===== src/iop_cfg.svh =====
`ifndef IOP_CFG_SVH
`define IOP_CFG_SVH

// Configuration register indices reached through the data port.
`define IOP_IDX_PWR_CTRL    8'h3a
`define IOP_IDX_TEST        8'h3b
`define IOP_IDX_IDLE_FLAGS  8'h40
`define IOP_IDX_WAKE_FLAGS  8'h41
`define IOP_IDX_IRQ_LEVELS  8'h42
`define IOP_IDX_RSVD_A      8'h43
`define IOP_IDX_RSVD_B      8'h44

// Field positions of the power control register.
`define IOP_BIT_TIMER_UNIT  5
`define IOP_BIT_GATE        1
`define IOP_BIT_PULLUP      0

// Writable bits of the power control register; all others read as zero.
`define IOP_PWR_CTRL_MASK   8'h23
`define IOP_PWR_CTRL_RST    8'h00
`define IOP_FLAGS_RST       4'h0

// Device positions inside the four-bit status fields.
`define IOP_DEV_PRINTER     2'd3
`define IOP_DEV_FLOPPY      2'd2
`define IOP_DEV_SERIAL_A    2'd1
`define IOP_DEV_SERIAL_B    2'd0

// Time base: one second at 125 MHz, and seconds per minute.
`define IOP_CLK_HZ          125000000
`define IOP_SEC_PER_MIN     60

`endif


===== src/iop_pkg.sv =====
package iop_pkg;

	// Power state of one device machine and of the whole chip.
	typedef enum logic {
		IOP_WORKING,
		IOP_SLEEPING
	} iop_pm_state_t;

	// Host access to the index/data port pair.
	typedef struct packed {
		logic       wr;
		logic       rd;
		logic       data_sel;
		logic [7:0] wdata;
	} iop_bus_req_t;

	// Activity seen from the four devices, bit order printer, floppy, serial A, serial B.
	typedef struct packed {
		logic [3:0] access;
		logic [3:0] irq;
		logic [1:0] dack;
		logic [4:0] printer_pins;
		logic [3:0] motor_enable;
		logic [1:0] rx_wait_start;
		logic [1:0] tx_shift_empty;
		logic [1:0] rx_start;
		logic [1:0] tx_start;
		logic [7:0] modem_inputs;
	} iop_dev_act_t;

	// Settings held by neighbouring configuration registers.
	typedef struct packed {
		logic       chip_power_mgmt_enable;
		logic [3:0] dev_pm_enable;
		logic [3:0] irq_smi_enable;
		logic [7:0] standby_count;
		logic       serial_irq_mode;
	} iop_pm_cfg_t;

endpackage : iop_pkg


===== src/iop_power_mgmt.sv =====
`timescale 1ns/100ps
`include "iop_cfg.svh"

// Function
// - timer unit bit picks second or minute
// - gate bit passes management interrupt to pins
// - bit zero switches serial IRQ pull-up
// - reserved control bits always read zero
// - idle flag set when device timer expires
// - flags self-managed; write one clears
// - printer sleeps only without any activity
// - floppy sleeps only without activity or motor
// - serial sleeps only when quiet and stable
// - wake sets flag and reloads idle timer
// - printer wakes on access, irq, pins
// - floppy wakes on access, irq, motor
// - serial wakes on access, irq, start, modem
// - irq level register shows live irq pins
// - edge printer irq level pulses briefly
// - upper status bits read as zero
// - idle timer counts down; zero disables
// - device manages power only when both enabled
// - interrupt is OR of enabled irq levels
// - global standby timer sleeps whole chip
module iop_power_mgmt
	import iop_pkg::*;
#(
	parameter int unsigned TICK_CYCLES = `IOP_CLK_HZ
) (
	input  wire logic             clk,
	input  wire logic             nrst,
	input  wire logic             ext_mode,
	input  wire iop_bus_req_t     bus_req,
	input  wire iop_dev_act_t     dev_act,
	input  wire iop_pm_cfg_t      pm_cfg,
	input  wire logic [3:0][7:0]  idle_count,
	output logic      [7:0]       rdata_q,
	output logic                  rdata_valid_q,
	output logic                  smi_n_q,
	output logic                  serial_irq_out_q,
	output logic                  serial_irq_oe_n_q,
	output logic                  serial_irq_pullup_on_q,
	output logic      [3:0]       dev_sleep_q,
	output logic                  chip_sleep_q
);

	// Prescaler width; a one-cycle tick still needs one bit of counter.
	localparam int unsigned TW = (TICK_CYCLES > 1) ? $clog2(TICK_CYCLES) : 1;

	// The prescaler cannot produce a tick shorter than one cycle, so a zero divider is refused here.
	if (TICK_CYCLES < 1) begin : g_bad_tick
		$error("TICK_CYCLES must be at least one");
	end

	// The minute divider counts seconds in six bits; a longer minute would wrap before its tick.
	if (`IOP_SEC_PER_MIN > 64 || `IOP_SEC_PER_MIN < 1) begin : g_bad_minute
		$error("seconds per minute must lie between 1 and 64");
	end

	// Decodes one configuration index into its read value.
	// Unmapped, test and reserved slots all read as zero, so a stray index never shows stale state.
	function automatic logic [7:0] reg_read(
		input logic [7:0] idx,
		input logic [7:0] ctrl,
		input logic [3:0] idle,
		input logic [3:0] wake,
		input logic [3:0] lvl
	);
		logic [7:0] v;
		v = 8'h00;
		unique case (idx)
			`IOP_IDX_PWR_CTRL:   v = ctrl & `IOP_PWR_CTRL_MASK;
			`IOP_IDX_IDLE_FLAGS: v = {4'h0, idle};
			`IOP_IDX_WAKE_FLAGS: v = {4'h0, wake};
			`IOP_IDX_IRQ_LEVELS: v = {4'h0, lvl};
			default:             v = 8'h00;
		endcase
		return v;
	endfunction : reg_read

	// Host-visible registers behind the data port.
	logic [7:0]           index_q;
	logic [7:0]           pwr_ctrl_q;
	logic [3:0]           idle_flags_q;
	logic [3:0]           wake_flags_q;

	// Shared time base; every idle timer and the standby timer step on the same tick.
	logic [TW-1:0]        presc_q;
	logic                 sec_tick_q;
	logic [5:0]           sec_cnt_q;
	logic                 min_tick_q;

	// Last samples of the inputs whose changes count as activity.
	logic [4:0]           pins_prev_q;
	logic [3:0]           motor_prev_q;
	logic [7:0]           modem_prev_q;

	// Per-device power machines and the chip-wide standby machine.
	logic [3:0][7:0]      idle_cnt_q;
	iop_pm_state_t        dev_st_q [4];
	iop_pm_state_t        chip_st_q;
	logic [7:0]           standby_cnt_q;
	logic                 standby_run_q;

	// Decoded strobes, causes and transitions of the current cycle.
	logic                 data_wr;
	logic                 tick;
	logic [3:0]           activity;
	logic [3:0]           busy;
	logic [3:0]           dev_en;
	logic [3:0]           go_wake;
	logic [3:0]           go_sleep;
	logic [3:0]           all_sleep;

	// Management interrupt before and after its gate.
	logic                 smi_raw;
	logic                 smi_gated;

	// A data port write only counts in extended mode; outside it the port pair is inert.
	assign data_wr = bus_req.wr & bus_req.data_sel & ext_mode;

	// Index port write selects the register reached through the data port.
	always_ff @(posedge clk or negedge nrst) begin
		if (!nrst) begin
			index_q <= 8'h00;
		end else if (bus_req.wr && !bus_req.data_sel && ext_mode) begin
			index_q <= bus_req.wdata;
		end
	end

	// Power control register; the test and reserved slots take no write at all.
	// Reserved positions are masked on the way in, so they cannot be set even for one cycle.
	always_ff @(posedge clk or negedge nrst) begin
		if (!nrst) begin
			pwr_ctrl_q <= `IOP_PWR_CTRL_RST;
		end else if (data_wr && index_q == `IOP_IDX_PWR_CTRL) begin
			pwr_ctrl_q <= bus_req.wdata & `IOP_PWR_CTRL_MASK;
		end
	end

	// Read answer appears one cycle after the read strobe; outside extended mode nothing answers.
	// The index port reads back the current index, which lets a host confirm its selection.
	always_ff @(posedge clk or negedge nrst) begin
		if (!nrst) begin
			rdata_q       <= 8'h00;
			rdata_valid_q <= 1'b0;
		end else begin
			rdata_valid_q <= bus_req.rd & ext_mode;
			if (bus_req.rd && ext_mode) begin
				rdata_q <= bus_req.data_sel ?
					reg_read(index_q, pwr_ctrl_q, idle_flags_q, wake_flags_q, dev_act.irq) : index_q;
			end
		end
	end

	// Second prescaler and minute divider; the unit bit then picks which tick drives every timer.
	// The seconds count runs on in either unit, so a switch to minutes may give a short first minute.
	// That costs at most one minute of idle time and saves a restart of the divider.
	always_ff @(posedge clk or negedge nrst) begin
		if (!nrst) begin
			presc_q    <= '0;
			sec_tick_q <= 1'b0;
			sec_cnt_q  <= 6'h00;
			min_tick_q <= 1'b0;
		end else begin
			sec_tick_q <= (presc_q == TW'(TICK_CYCLES - 1));
			presc_q    <= (presc_q == TW'(TICK_CYCLES - 1)) ? '0 : presc_q + 1'b1;
			min_tick_q <= 1'b0;
			if (sec_tick_q) begin
				if (sec_cnt_q == 6'(`IOP_SEC_PER_MIN - 1)) begin
					sec_cnt_q  <= 6'h00;
					min_tick_q <= 1'b1;
				end else begin
					sec_cnt_q <= sec_cnt_q + 6'h01;
				end
			end
		end
	end

	// The unit bit is read live, so a change takes effect at the next tick and the current counts are kept.
	assign tick = pwr_ctrl_q[`IOP_BIT_TIMER_UNIT] ? min_tick_q : sec_tick_q;

	// Previous samples of the external inputs whose transitions count as activity.
	// They reset to zero, so inputs that idle high see one change after reset; that only restarts a count.
	always_ff @(posedge clk or negedge nrst) begin
		if (!nrst) begin
			pins_prev_q  <= 5'h00;
			motor_prev_q <= 4'h0;
			modem_prev_q <= 8'h00;
		end else begin
			pins_prev_q  <= dev_act.printer_pins;
			motor_prev_q <= dev_act.motor_enable;
			modem_prev_q <= dev_act.modem_inputs;
		end
	end

	// Wake causes per device; busy levels keep a device from counting down at all.
	always_comb begin
		activity = dev_act.access | dev_act.irq;
		busy     = 4'h0;

		// Printer: DMA acknowledge and any change on its status pins.
		activity[`IOP_DEV_PRINTER] = activity[`IOP_DEV_PRINTER] | dev_act.dack[1]
			| (|(dev_act.printer_pins ^ pins_prev_q));

		// Floppy: DMA acknowledge and a motor bit turning on; a running motor holds it awake.
		activity[`IOP_DEV_FLOPPY] = activity[`IOP_DEV_FLOPPY] | dev_act.dack[0]
			| (|(dev_act.motor_enable & ~motor_prev_q));
		busy[`IOP_DEV_FLOPPY] = |dev_act.motor_enable;

		// Serial ports: start bits and modem changes wake; a busy receiver or transmitter holds.
		activity[`IOP_DEV_SERIAL_A] = activity[`IOP_DEV_SERIAL_A] | dev_act.rx_start[1]
			| dev_act.tx_start[1] | (|(dev_act.modem_inputs[7:4] ^ modem_prev_q[7:4]));
		activity[`IOP_DEV_SERIAL_B] = activity[`IOP_DEV_SERIAL_B] | dev_act.rx_start[0]
			| dev_act.tx_start[0] | (|(dev_act.modem_inputs[3:0] ^ modem_prev_q[3:0]));
		busy[`IOP_DEV_SERIAL_A] = ~dev_act.rx_wait_start[1] | ~dev_act.tx_shift_empty[1];
		busy[`IOP_DEV_SERIAL_B] = ~dev_act.rx_wait_start[0] | ~dev_act.tx_shift_empty[0];
	end

	// Both enables must be set; either one low keeps the device in its working state.
	assign dev_en = pm_cfg.dev_pm_enable & {4{pm_cfg.chip_power_mgmt_enable}};

	// One power-down machine per device, identical apart from its causes.
	// The count reloads on every cause, not only on a wake, so a busy device that never slept
	// still restarts its idle period each time it is used.
	for (genvar d = 0; d < 4; d++) begin : g_dev
		logic awake_cause;

		// Anything that wakes a device also keeps a working one from counting down.
		assign awake_cause = activity[d] | busy[d];

		// Decides the transitions of this device in the current cycle.
		always_comb begin
			go_wake[d]  = dev_en[d] && awake_cause && dev_st_q[d] == IOP_SLEEPING;
			go_sleep[d] = dev_en[d] && !awake_cause && dev_st_q[d] == IOP_WORKING
				&& idle_count[d] != 8'h00 && tick && idle_cnt_q[d] <= 8'h01;
		end

		// A zero count stops the countdown, so a working device stays working; a cause still wakes a sleeping one; disabling returns to working.
		always_ff @(posedge clk or negedge nrst) begin
			if (!nrst) begin
				dev_st_q[d]   <= IOP_WORKING;
				idle_cnt_q[d] <= 8'h00;
			end else if (!dev_en[d]) begin
				dev_st_q[d]   <= IOP_WORKING;
				idle_cnt_q[d] <= idle_count[d];
			end else if (awake_cause) begin
				dev_st_q[d]   <= IOP_WORKING;
				idle_cnt_q[d] <= idle_count[d];
			end else if (go_sleep[d]) begin
				dev_st_q[d]   <= IOP_SLEEPING;
				idle_cnt_q[d] <= 8'h00;
			end else if (tick && dev_st_q[d] == IOP_WORKING && idle_count[d] != 8'h00) begin
				idle_cnt_q[d] <= idle_cnt_q[d] - 8'h01;
			end
		end

		// Raw state feeds the standby machine; the pin copy follows one cycle later.
		assign all_sleep[d] = dev_st_q[d] == IOP_SLEEPING;
	end

	// Idle flags: hardware set beats both its own clear and a host write of one.
	// Letting the set win keeps a host clear from hiding an expiry that lands in the same cycle.
	always_ff @(posedge clk or negedge nrst) begin
		if (!nrst) begin
			idle_flags_q <= `IOP_FLAGS_RST;
		end else begin
			idle_flags_q <= go_sleep | (idle_flags_q & ~go_wake
				& ~((data_wr && index_q == `IOP_IDX_IDLE_FLAGS) ? bus_req.wdata[3:0] : 4'h0));
		end
	end

	// Wake flags clear on their own when the device falls asleep again.
	// A host write of one clears a bit as well; the set still wins on a tie.
	always_ff @(posedge clk or negedge nrst) begin
		if (!nrst) begin
			wake_flags_q <= `IOP_FLAGS_RST;
		end else begin
			wake_flags_q <= go_wake | (wake_flags_q & ~go_sleep
				& ~((data_wr && index_q == `IOP_IDX_WAKE_FLAGS) ? bus_req.wdata[3:0] : 4'h0));
		end
	end

	// Global standby: loads when every device sleeps, any wake abandons it.
	// The count is taken once per entry into all-asleep, so a new count only affects the next entry.
	// A zero count stops the standby countdown; a sleeping chip still wakes once any device wakes.
	always_ff @(posedge clk or negedge nrst) begin
		if (!nrst) begin
			chip_st_q     <= IOP_WORKING;
			standby_cnt_q <= 8'h00;
			standby_run_q <= 1'b0;
		end else if (!pm_cfg.chip_power_mgmt_enable || !(&all_sleep) || (|go_wake)) begin
			chip_st_q     <= IOP_WORKING;
			standby_run_q <= 1'b0;
		end else if (pm_cfg.standby_count == 8'h00) begin
			standby_run_q <= 1'b0;
		end else if (!standby_run_q) begin
			if (chip_st_q == IOP_WORKING) begin
				standby_cnt_q <= pm_cfg.standby_count;
				standby_run_q <= 1'b1;
			end
		end else if (tick) begin
			if (standby_cnt_q <= 8'h01) begin
				chip_st_q     <= IOP_SLEEPING;
				standby_run_q <= 1'b0;
			end else begin
				standby_cnt_q <= standby_cnt_q - 8'h01;
			end
		end
	end

	// Management interrupt reads the live levels, so a pulsed printer request only lasts its pulse.
	// A host that must know whether such a pulse happened has to ask the printer itself.
	assign smi_raw   = |(pm_cfg.irq_smi_enable & dev_act.irq);
	assign smi_gated = smi_raw & pwr_ctrl_q[`IOP_BIT_GATE] & pm_cfg.chip_power_mgmt_enable;

	// Pin outputs are registered to keep glitches off the board.
	// The serial line is only ever pulled low here; its high level comes from the pull-up or other drivers.
	always_ff @(posedge clk or negedge nrst) begin
		if (!nrst) begin
			smi_n_q                <= 1'b1;
			serial_irq_out_q       <= 1'b1;
			serial_irq_oe_n_q      <= 1'b1;
			serial_irq_pullup_on_q <= 1'b0;
			dev_sleep_q            <= 4'h0;
			chip_sleep_q           <= 1'b0;
		end else begin
			smi_n_q                <= ~smi_gated;
			serial_irq_out_q       <= 1'b0;
			serial_irq_oe_n_q      <= ~(smi_gated & pm_cfg.serial_irq_mode);
			serial_irq_pullup_on_q <= pwr_ctrl_q[`IOP_BIT_PULLUP] & pm_cfg.serial_irq_mode;
			dev_sleep_q            <= all_sleep;
			chip_sleep_q           <= chip_st_q == IOP_SLEEPING;
		end
	end

endmodule : iop_power_mgmt


===== config.mk =====
export PLATFORM = sky130hd
export DESIGN_NAME = iop_power_mgmt
export DESIGN_NICKNAME = d
export VERILOG_FILES = /design/src/iop_pkg.sv /design/src/iop_power_mgmt.sv
export VERILOG_INCLUDE_DIRS = /design/src
export SDC_FILE = /design/constraint.sdc
export NUM_CORES = 1
export LEC_CHECK = 0
export BUFFER_PORTS_ARGS = -buffer_cell sky130_fd_sc_hd__buf_2
export CORE_MARGIN = 2
export CORE_UTILIZATION = 50
export DETAILED_ROUTE_END_ITERATION = 8
export PLACE_DENSITY = 0.75
export SLEW_MARGIN = 10
export SYNTH_ARGS = -nofsm -noshare
export SYNTH_HDL_FRONTEND = slang
export SYNTH_SLANG_ARGS = --single-unit

===== constraint.sdc =====
create_clock -name clk -period 2.1 [get_ports clk]
set_input_delay 0.105 -clock clk [delete_from_list [all_inputs] [get_ports clk]]
set_output_delay 0.105 -clock clk [all_outputs]
set_load 0.1 [all_outputs]

=== After elaboration in Yosys (flattened, before gate mapping) ===
Cells that the tools add are included.

* Register bits: 135
* Input port bits: 99

* $add $sub $neg: 7
* Magnitude comparators: 5
* Equal/unequal tests: 18
* Multiplexer cells: 52
* Bitwise logic cells: 52
* Reductions and logical operators: 69

{| class="wikitable"
|+ Operators by type and width
! cell !! number
|-
| $mux 8 || 21
|-
| $logic_and 1x1->1 || 42
|-
| $le 8x1->1 const B || 5
|-
| $sub 8x1->8 const B || 5
|-
| $reduce_bool 8->1 || 4
|-
| $and 4x4->4 || 7
|-
| $add 27x1->27 const B || 1
|-
| $eq 27x27->1 const B || 1
|-
| $mux 27 || 1
|-
| $mux 1 || 26
|-
| $eq 8x7->1 const B || 3
|-
| $pmux 6 s4 || 1
|-
| $reduce_or 4->1 || 6
|-
| $not 4->4 || 5
|-
| $ne 4x1->1 const B || 4
|-
| $or 1x1->1 || 15
|-
| $ne 3x1->1 const B || 4
|-
| $not 1->1 || 12
|-
| $or 4x4->4 || 3
|-
| $eq 8x6->1 const B || 1
|-
| $logic_not 8->1 || 1
|-
| $mux 4 || 2
|-
| $reduce_and 4->1 || 2
|-
| $xor 4x4->4 || 2
|-
| other kinds (12) || 29
|}

=== Depth between registers and ports, before layout ===
Gate-level depths: netlist of run 1.

* Word-level depth: 15
* Depth in mapped cells: 9

=== Worst setup path after synthesis of run 1 ===
Ideal clock, no wire load.

* Path kind: register -> register
* From: register index_q[0]
* To: register pwr_ctrl_q[0]
* Arrival time: 1.864 ns
* Required time: 1.975 ns
* Slack: 0.112 ns
* Stages on the path, launching flop included: 6
* Buffers on the path: 1
* Period minus slack after synthesis: 1.988 ns
* Cells stage by stage: dfrtp_1 > clkbuf_1 > nor2b_1 > nor4b_1 > nor2b_1 > mux2_2

* Word-level cells in the longest chain between the ends: 2

{| class="wikitable"
|+ RTL lines
! what !! RTL line !! RTL
|-
| from (decl) || iop_power_mgmt.sv:82 || <nowiki>logic [7:0] index_q;</nowiki>
|-
| from (signal assigned) || iop_power_mgmt.sv:127 || <nowiki>index_q <= bus_req.wdata;</nowiki>
|-
| $eq 8x6->1 || - ||
|-
| $logic_and 1x1->1 (no line) || - ||
|-
| to (signal assigned) || iop_power_mgmt.sv:135 || <nowiki>pwr_ctrl_q <= `IOP_PWR_CTRL_RST;</nowiki>
|-
| to (signal assigned) || iop_power_mgmt.sv:137 || <nowiki>pwr_ctrl_q <= bus_req.wdata & `IOP_PWR_CTRL_MASK;</nowiki>
|-
| to (decl) || iop_power_mgmt.sv:83 || <nowiki>logic [7:0] pwr_ctrl_q;</nowiki>
|}

Every way passes these cells.
A chain may end at the register's enable or synchronous reset.

=== Final worst setup path of run 1 ===
* From: register idle_cnt_q[27] (netlist name)
* To: register idle_cnt_q[30] (netlist name)

* Word-level cells in the longest chain between the ends: 5

{| class="wikitable"
|+ RTL lines
! what !! RTL line !! RTL
|-
| from (decl) || iop_power_mgmt.sv:99 || <nowiki>logic [3:0][7:0] idle_cnt_q;</nowiki>
|-
| from (signal, indexed assignment) || iop_power_mgmt.sv:246 || <nowiki>idle_cnt_q[d] <= idle_count[d];</nowiki>
|-
| from (signal, indexed assignment) || iop_power_mgmt.sv:249 || <nowiki>idle_cnt_q[d] <= idle_count[d];</nowiki>
|-
| from (signal, indexed assignment) || iop_power_mgmt.sv:254 || <nowiki>idle_cnt_q[d] <= idle_cnt_q[d] - 8'h01;</nowiki>
|-
| $sub 8x1->8 / $le 8x1->1 (equally long branches) || iop_power_mgmt.sv:254, iop_power_mgmt.sv:236 ||
|-
| $mux 8 / $logic_and 1x1->1 (equally long branches) || iop_power_mgmt.sv:253, iop_power_mgmt.sv:236 ||
|-
| $mux 8 || iop_power_mgmt.sv:250 || <nowiki>end else if (go_sleep[d]) begin</nowiki>
|-
| $mux 8 || iop_power_mgmt.sv:247 || <nowiki>end else if (awake_cause) begin</nowiki>
|-
| $mux 8 || iop_power_mgmt.sv:244 || <nowiki>end else if (!dev_en[d]) begin</nowiki>
|}

Several ways; a longest one is shown, not always the timed one. The select of a mux whose other input is x is not followed.

==> run metrics, run 1 <==
Synth Net Count=just over 800; vias in the first global route=5971; Max Slew Vio Count=0; crit start category=register; critical path data required time=approximately 2.4 ns; first-pass GRT wire length=roughly 28000 um; leading cell type in the layout, fill and taps excluded=dfrtp_1; Warnings, synthesis=0; worst path bufs/invs=0; Ant. Diodes=0; # rows=42; GPL Wtd Cong=between 0.8 and 0.9; clock sink count=around 130; DR iter-0 viols=around 600; HP Class=input pin to register; slowest stage delay, CP=approximately 0.40 ns; clk_lat worst skew=0.42 ns; Mapped Avg Cell Area=approximately 9.4 sq um; Die Wd=around 120 um; area leader, netlist=dfrtp_1; DP HPWL=between 10000 and 15000 um; DP Cell Count=~1k; Crit Path Max Fanout=3; Routed WL per cell=15.5 um; I/O Pins=117; Hold Path End=idle_cnt_q[26]; Post-synth top flop=dfrtp_1; clk slew on worst S/H paths=roughly 0.050 ns; Pre-antenna DRT Iters=6; Reg2Reg Launch Point=idle_cnt_q[27]; fin crit period=a little under 2 ns; post-synthesis compound-gate area fraction=0.114; CTS tree=done; fin crit share=0.945; CORE AREA=13100 sq um; share of cells above drive strength 1=0.228; post-synth top area share=0.483; cell mode on critical path=or2_2; min-delay src=idle_count[26]; critical path type=register to register; Hold Crit Depth=3; reported max-cap violation count=0; Netlist cell types=53; Port-buffer cells=around 120; Setup Skew=between 0.005 and 0.006 ns; peak supply drop=~540 uV; initial antenna violation count=0; R2R Path End=idle_cnt_q[30]; final hold violations=0; fmax=around 0.50 GHz; Via density=5.61; flop-to-flop setup slack=about 0.12 ns; Worst setup EP type=register; Post-Syn Instances=approximately 700; DRC=0; slowest stage cell, crit path=or4_1; All-Layer GR Usage=0.245; Routed Antenna Nets=0; fraction of registers with async set/reset=1.00; fill cell count=just under 1k; most frequent cells in the layout=127 x dfrtp_1, 115 x buf_2, 80 x nand2_1; grt ovf=0; status=finished clean; P_leak=roughly 4 nW; total CTS buffers=17; Worst R2R Path Depth=5; Pwr Total=6.30 mW; Adder-Cell Fraction of Synth Area=0.0227; crit-path cells=or2_2 -> or3_1 -> or2_2 -> or4_1 -> a31oi_1; clock tree buffer depth=2; largest net degree at the start of global routing=132; Die Y=119 um; XOR/XNOR Fraction of Synth Area=0.0529; #FFs+latches synth=around 130; Worst Path Arrival=2.32 ns; synthesized area=roughly 6600 sq um; Finished Layout Cells=1098; EDFF count, synth=0; WHS=between 0.01 and 0.015 ns; PD cells=713 nW/um^2; multiplexer area fraction after synthesis=0.0512; Worst slew margin=0.542; CTS root buffer=clkbuf_16; H-tree Lvls=4; Setup Viol. Count Final=0; vias post-DR=6158; Nets=1023; die footprint=14200 sq um; register area share after synthesis=0.495; largest cells by area after synthesis=dfrtp_1 48%, nand2_1 4.5%, nor2_1 4.2%, o21ai_0 4.0%, nand3_1 2.8%; Layout Area Growth over Synthesis=33.2%; Total Wirelength=17000 um; Crit path max-delay family=simple AND/OR/NAND/NOR gates; actual slew at the worst max-slew pin=0.687 ns; Initial Util=0.507; main combinational cell family by area after synthesis=simple AND/OR/NAND/NOR gates; Synth Area in Simple Gates=0.240
-- flip-flops by register name, indices dropped and copies added (netlist names), 5 cells and up --
register,flops
index_q,8
presc_q,27
modem_prev_q,8
rdata_q,8
sec_cnt_q,6
pins_prev_q,5
idle_cnt_q,32
standby_cnt_q,8
-- logic make-up after synthesis --
| kind of cell | Yosys count |
|---|---|
| simple gates | 318 |
| flops | 131 |
| compound gates | 128 |
| buf+inv | 41 |
| xor+xnor | 40 |
| mux | 32 |
| fa+ha+maj | 12 |
| other cells | 1 |
-- worst reg2reg max path: cells and delay by family, from the launching register on --
kind | cells | cell delay [ns]
flops | 1 | 0.39
compound gates | 1 | 0.17
simple gates | 4 | 1.35
-- routing by layer --
metal | global-route usage | wire [um]
met2 | 0.426 | 8690
met1 | 0.294 | 7120
met4 | 0.0945 | 371
met3 | 0.0560 | 855
met5 | 0 | 0
-- worst max-delay path by stage --
stage / to / cells after the start / slack (ns) / start
after floorplan: pwr_ctrl_q[0] / 5 / 0.11 / index_q[0]
after global placement: standby_cnt_q[7] / 8 / 0.1 / dev_act[16]
after detailed placement: standby_cnt_q[1] / 8 / 0.01 / dev_act[16]
after CTS: wake_flags_q[2] / 5 / 0.1 / index_q[2]
after global routing: standby_cnt_q[1] / 9 / -0.04 / standby_cnt_q[1]
final: idle_cnt_q[30] / 5 / 0.12 / idle_cnt_q[27]
-- synth_stat cells (2+ instances only) --
master and instances:
inv_1 24, a211o_1 3, nand4_1 11, and3_1 15, nor4b_1 3, nor3_1 34, nor3b_1 2, xnor2_1 20
clkbuf_1 12, mux2i_1 17, nor4_2 2, nor2_1 75, nor2b_1 6, a21oi_1 35, xor2_1 20, nor4_1 19
nand2b_1 7, mux2_2 15, buf_2 5, nand3b_1 5, nand3_1 37, o21ai_0 53, dfstp_2 3, o21a_1 2
ha_1 12, a21o_1 2, a22oi_1 7, a31oi_1 5, or2_2 2, nand2_1 80, nor4bb_1 2, and2_1 4
dfrtp_1 128, a31o_2 3, a211oi_1 4, o22ai_1 2, or3_1 4, o22a_1 4, or4_1 5
-- report_power, final --
part	switching [mW]	internal, mW
clock	0.991	1.81
sequential	0.0842	2.63
combinational	0.478	0.306
-- area by class of cell --
cell class / count / area [sq um] / area share
well taps: 176 / 220 / 0.0249
clock buffers: 23 / 478 / 0.0541
clock inverters: 6 / 80.1 / 0.00907
inverters: 24 / 90.1 / 0.0102
flip-flops and latches: 131 / 3280 / 0.372
multi-input cells: 531 / 3220 / 0.365
repair buffers: 207 / 1450 / 0.165
-- timing repair --
item / CTS / global route
hold buffers: 58 / 0
setup buffers: 0 / 3
resized for setup: 0 / 9
endpoints found under the hold margin: 189 / 0
setup endpoints to repair: 0 / 13
-- metrics by stage --
step / util / area, sq um / worst slack (ns) / TNS [ns]
global route: 0.675 / 8830 / -0.0378 / -0.0594
finish: 0.675 / 8830 / 0.115 / 0
detailed placement: 0.581 / 7600 / 0.0139 / 0
floorplan: - / 6630 / 0.112 / 0
CTS: 0.668 / 8740 / 0.0972 / 0
global placement: 0.581 / 7600 / 0.0960 / 0
(Power assumes the default switching activity.)
==> run 2: changes to the inputs <==
--- a/config.mk
+++ b/config.mk
@@ -10,7 +10,8 @@
 export CORE_MARGIN = 2
 export CORE_UTILIZATION = 50
 export DETAILED_ROUTE_END_ITERATION = 8
-export PLACE_DENSITY = 0.75
+export HOLD_SLACK_MARGIN = 0.1
+export PLACE_DENSITY = 0.73
 export SLEW_MARGIN = 10
 export SYNTH_ARGS = -nofsm -noshare
 export SYNTH_HDL_FRONTEND = slang
==> constraint.sdc (replaced) <==
create_clock -name clk -period 2 [get_ports clk]
set_input_delay 0.1 -clock clk [delete_from_list [all_inputs] [get_ports clk]]
set_output_delay 0.1 -clock clk [all_outputs]
set_load 0.1 [all_outputs]
==> run 2 against run 1 <==
Against the previous run:
- sequential share of layout area decreased by 1.5 points
- core utilization increased by 2.9 points
- clock-buffer cell count decreased by 2
- largest power group unchanged
- highest routed layer unchanged
==> run metrics, run 2 (synthesis gave the netlist of run 1 again) <==
status=finished clean; P_leak=between 4 and 5 nW; total CTS buffers=17; Max Slew Vio Count=0; Worst slew margin=0.572; setup ws final=0.00840 ns; Pre-antenna DRT Iters=5; peak supply drop=593 uV; Worst setup EP type=register; Largest regs=idle_cnt_q: 32 flops, presc_q: 27 flops; clock tree buffer depth=2; pre-CTS worst setup slack=-0.0548 ns; PD cells=around 730 nW/um^2; grt ovf=0; Setup Skew=0.00648 ns; DRC=0; clk_lat worst skew=0.42 ns; Finished Layout Cells=roughly 1.1k; crit-path cells=inv_2 -> ha_4 -> o21bai_4 -> nor4bb_2 -> nor4_2 -> nand4_4 -> buf_12 -> a21oi_1 -> o22ai_1; max FFs per register=32; Setup Viol. Count Final=0; Worst R2R Path Depth=9; clk slew on worst S/H paths=around 0.06 ns; die footprint=~14000 sq um; Die Y=~120 um; vias in the first global route=6179; GPL Wtd Cong=0.907; Pwr Total=roughly 6.7 mW; initial antenna violation count=0; clock sink count=roughly 130; most frequent cells in the layout=127 x dfrtp_1, 115 x buf_2, 79 x nand2_1; Worst Path Arrival=approximately 2.3 ns; fill cell count=929; Ant. Diodes=0; RSZ-0062 raised after global routing=true; actual slew at the worst max-slew pin=between 0.6 and 0.7 ns; WHS=approximately 0.14 ns; CTS tree=done; share of cells above drive strength 1=0.266; fin crit share=0.996; Crit Path Max Fanout=8; Via density=between 5 and 6; first-pass GRT wire length=28800 um; # rows=between 40 and 50; FF+latch area=roughly 3300 sq um; All-Layer GR Usage=0.256; Total Wirelength=roughly 18000 um; crit start category=register; critical path data required time=~2.3 ns; HP Class=input pin to async pin; largest net degree at the start of global routing=83; reported max-cap violation count=0; DR iter-0 viols=between 500 and 600; DP Cell Count=1020; vias post-DR=6222; Routed Antenna Nets=0; flop-to-flop setup slack=~0.0084 ns; CORE AREA=13100 sq um; slowest stage cell, crit path=dfrtp_1; DP HPWL=roughly 12000 um; leading cell type in the layout, fill and taps excluded=dfrtp_1; H-tree Lvls=4; Routed WL per cell=around 16 um; I/O Pins=~120; critical path type=register to register; fmax=approximately 0.5 GHz; Port-buffer cells=around 120; Initial Util=0.507; TNS Setup=0 ns; Layout Area Growth over Synthesis=38.9%; CTS root buffer=clkbuf_16; Die Wd=around 120 um; final hold violations=0; slowest stage delay, CP=just under 0.4 ns; area of the multi-input gates=approximately 3300 sq um; Nets=about 1.1k; fin crit period=roughly 2.0 ns; Top reg by flops=idle_cnt_q; Reg2Reg Launch Point=standby_cnt_q[1]; R2R Path End=standby_cnt_q[5]
run 2: through the flow:
step | instance area, sq um | util
after floorplan | 6630 | -
after global placement | 7700 | 0.589
after detailed placement | 7700 | 0.589
after CTS | 8990 | 0.687
after global routing | 9210 | 0.704
final | 9210 | 0.704
run 2: layer usage:
metal  part of all wire  GRT usage  vias to the layer above
met5                  0          0                        -
met4              0.024     0.0990                        0
met3              0.050     0.0503                       41
met2               0.51      0.446                      222
met1               0.42      0.312                     2976
li1                   -          -                     2983
run 2: how the worst max path moves through the flow:
stage | startpoint | endpoint | slack, ns | depth (start not counted)
floorplan | index_q[0] | pwr_ctrl_q[0] | 0.01 | 5
global placement | dev_act[16] | standby_cnt_q[7] | 0.03 | 8
detailed placement | dev_act[16] | standby_cnt_q[1] | -0.05 | 8
CTS | idle_cnt_q[27] | idle_cnt_q[30] | 0.02 | 5
global route | pwr_ctrl_q[5] | idle_cnt_q[6] | -0.07 | 8
finish | standby_cnt_q[1] | standby_cnt_q[5] | 0.008 | 9
run 2: repair_timing:
| item | in CTS | in global routing |
|---|---|---|
| hold buffers | 70 | 0 |
| setup buffers | 1 | 7 |
| setup endpoints to repair | 4 | 29 |
| pin swaps | 2 | 11 |
| endpoints found under the hold margin | 204 | 0 |
| resized for setup | 4 | 33 |
| cloned | 0 | 1 |
run 2: final cells by class:
cell class	instances	area share
timing repair buffer	237	0.186
inverter	24	0.00978
multi-input combinational	531	0.363
clock buffer	21	0.0489
tap	176	0.0239
clock inverter	11	0.0121
sequential	131	0.357
run 2: critical path: cells and delay by family, from the launching register on:
kind / cells / cell delay [ns]
fa+ha+maj: 1 / 0.17
compound gates: 3 / 0.45
buf+inv: 2 / 0.27
flops: 1 / 0.39
simple gates: 3 / 0.59
run 2: power by group:
part,leakage [nW],internal (mW),switching [mW]
Sequential,1.65,2.76,0.0841
Combinational,2.29,0.364,0.533
Clock,0.280,1.85,1.13
Total,4.23,4.97,1.75
==> run 3: changes to the inputs <==
--- a/config.mk
+++ b/config.mk
@@ -8,10 +8,11 @@
 export LEC_CHECK = 0
 export BUFFER_PORTS_ARGS = -buffer_cell sky130_fd_sc_hd__buf_2
 export CORE_MARGIN = 2
-export CORE_UTILIZATION = 50
+export CORE_UTILIZATION = 49
 export DETAILED_ROUTE_END_ITERATION = 8
 export HOLD_SLACK_MARGIN = 0.1
-export PLACE_DENSITY = 0.73
+export PLACE_DENSITY = 0.71
+export RECOVER_POWER = 50
 export SLEW_MARGIN = 10
 export SYNTH_ARGS = -nofsm -noshare
 export SYNTH_HDL_FRONTEND = slang
==> run 3 against run 2 <==
Against the previous run:
- register-to-register slack better by 0.03 ns
- largest power group unchanged
- flip-flop and latch count stayed put
- core utilization is 0.52 points lower
- sequential power hardly changed
- final cell count is 0.27% lower
- worst hold slack worse by 0.012 ns
- critical path depth is 2 lower
- largest cell class unchanged
- clock skew hardly changed
- maximum frequency is 1.2% higher
==> run metrics, run 3 (synthesis gave the netlist of run 1 again) <==
final hold violations=0; largest net degree at the start of global routing=42; GPL Wtd Cong=between 0.8 and 0.9; most frequent cells in the layout=127 x dfrtp_1, 101 x buf_2, 80 x nand2_1; All-Layer GR Usage=0.253; Crit Path Max Fanout=2; Die Y=around 120 um; Worst Path Arrival=~2.3 ns; min-delay src=pm_cfg[14]; Pre-antenna DRT Iters=5; leading cell type in the layout, fill and taps excluded=dfrtp_1; clock sink count=~130; Setup Viol. Count Final=0; Finished Layout Cells=between 1k and 1.5k; P_leak=4.19 nW; clk_lat worst skew=roughly 0.43 ns; status=finished clean; TNS Setup=0 ns; pre-CTS worst setup slack=-0.0373 ns; DR iter-0 viols=516; die footprint=around 14000 sq um; Worst slew margin=0.406; Routed WL per cell=16.0 um; CTS root buffer=clkbuf_16; fin crit share=0.984; fmax=a little over 0.5 GHz; fin crit period=around 2.0 ns; Reg2Reg Launch Point=idle_cnt_q[26]; Total Wirelength=18100 um; Via density=5.54; initial antenna violation count=0; crit start category=input pin; Port-buffer cells=roughly 120; Largest regs=idle_cnt_q: 32 flops, presc_q: 27 flops; RSZ-0062 raised after global routing=true; flop-to-flop setup slack=0.04 ns; Layout Area Growth over Synthesis=39.6%; CORE AREA=13200 sq um; I/O Pins=between 100 and 150; setup ws final=approximately 0.033 ns; vias in the first global route=approximately 6.2k; clock tree buffer depth=2; CTS tree=done; H-tree Lvls=4; actual slew at the worst max-slew pin=between 0.8 and 0.9 ns; first-pass GRT wire length=just under 30000 um; Top reg by flops=idle_cnt_q; Post-DP Area=7710 sq um; total CTS buffers=17; share of cells above drive strength 1=0.243; final std cell area, no fill=between 9000 and 10000 sq um; Setup Skew=0.00654 ns; critical path data required time=about 2.3 ns; DP Cell Count=about 1.0k; HP Class=input pin to register; max FFs per register=32; critical path type=input pin to register; reported max-cap violation count=0; Worst setup EP type=register; crit path from=pm_cfg[6]; vias post-DR=between 6k and 7k; # rows=42; DRC=0; DP HPWL=approximately 12000 um; Routed Antenna Nets=0; clk slew on worst S/H paths=~0.06 ns; Max Slew Vio Count=0; peak supply drop=573 uV; Die Wd=between 100 and 150 um; Initial Util=0.500; PD cells=a little under 800 nW/um^2; grt ovf=0; Nets=1049
[run 3: cell count changes in the layout (fill, tap and decap cells not counted), moves of 2 or more]
cell,previous run,this run
a21oi_1,35,33
a21oi_2,0,2
buf_2,115,101
buf_4,49,37
bufinv_16,2,5
clkbuf_1,3,20
clkinv_2,7,0
clkinv_4,1,5
clkinvlp_4,1,4
ha_1,8,10
[run 3: area by class of cell]
type | instances | area (sq um)
multi-input cells | 531 | 3360
repair buffers | 233 | 1640
well taps | 176 | 220
inverters | 24 | 90.1
fillers | 989 | 3990
diodes | 1 | 2.50
clock inverters | 15 | 233
clock buffers | 17 | 425
flip-flops and latches | 131 | 3280
[run 3: metrics by stage]
stage,power (mW),hold slack (ns),utilization
after floorplan,3.31,-0.196,-
after global placement,3.62,0.100,0.583
after detailed placement,3.64,0.0976,0.583
after CTS,7.17,0.116,0.688
after global routing,7.42,0.171,0.698
final,7.16,0.127,0.699
[run 3: worst paths after layout]
| kind | end | depth (start not counted) |
|---|---|---|
| hold reg to reg | chip_sleep_q | 0 |
| setup reg to reg | idle_cnt_q[27] | 7 |
| hold / removal | all_sleep[1] | 3 |
| min in group asynchronous | idle_cnt_q[20] | 2 |
| setup / recovery | chip_st_q | 7 |
| max in group asynchronous | idle_cnt_q[0] | 3 |
[run 3: power by group]
| part | internal (mW) | total, mW | switching, mW | leakage (nW) |
|---|---|---|---|---|
| clock network | 2.22 | 3.43 | 1.21 | 0.306 |
| registers | 2.76 | 2.85 | 0.0892 | 1.65 |
| logic | 0.343 | 0.878 | 0.534 | 2.23 |
[run 3: what timing repair did]
item / CTS / global route
hold buffers: 70 / 0
gates resized for setup: 3 / 36
pin swaps: 2 / 11
hold endpoints to repair: 183 / 0
gates cloned: 0 / 1
setup buffers: 2 / 4
setup endpoints to repair: 6 / 34
[run 3: routing by layer]
metal / vias to the layer above / GRT usage / part of all wire
met5: - / 0 / 0
met4: 0 / 0.107 / 0.030
met3: 47 / 0.0509 / 0.047
met2: 212 / 0.425 / 0.50
met1: 3018 / 0.319 / 0.42
li1: 2973 / - / -
[run 3: critical path: stages]
cell and delay, ns:
dlygate4sd3_1 0.55, buf_2 0.14, nor4_1 0.51, dlygate4sd3_1 0.67
nand2_1 0.07, a21oi_1 0.20, nor2_1 0.05
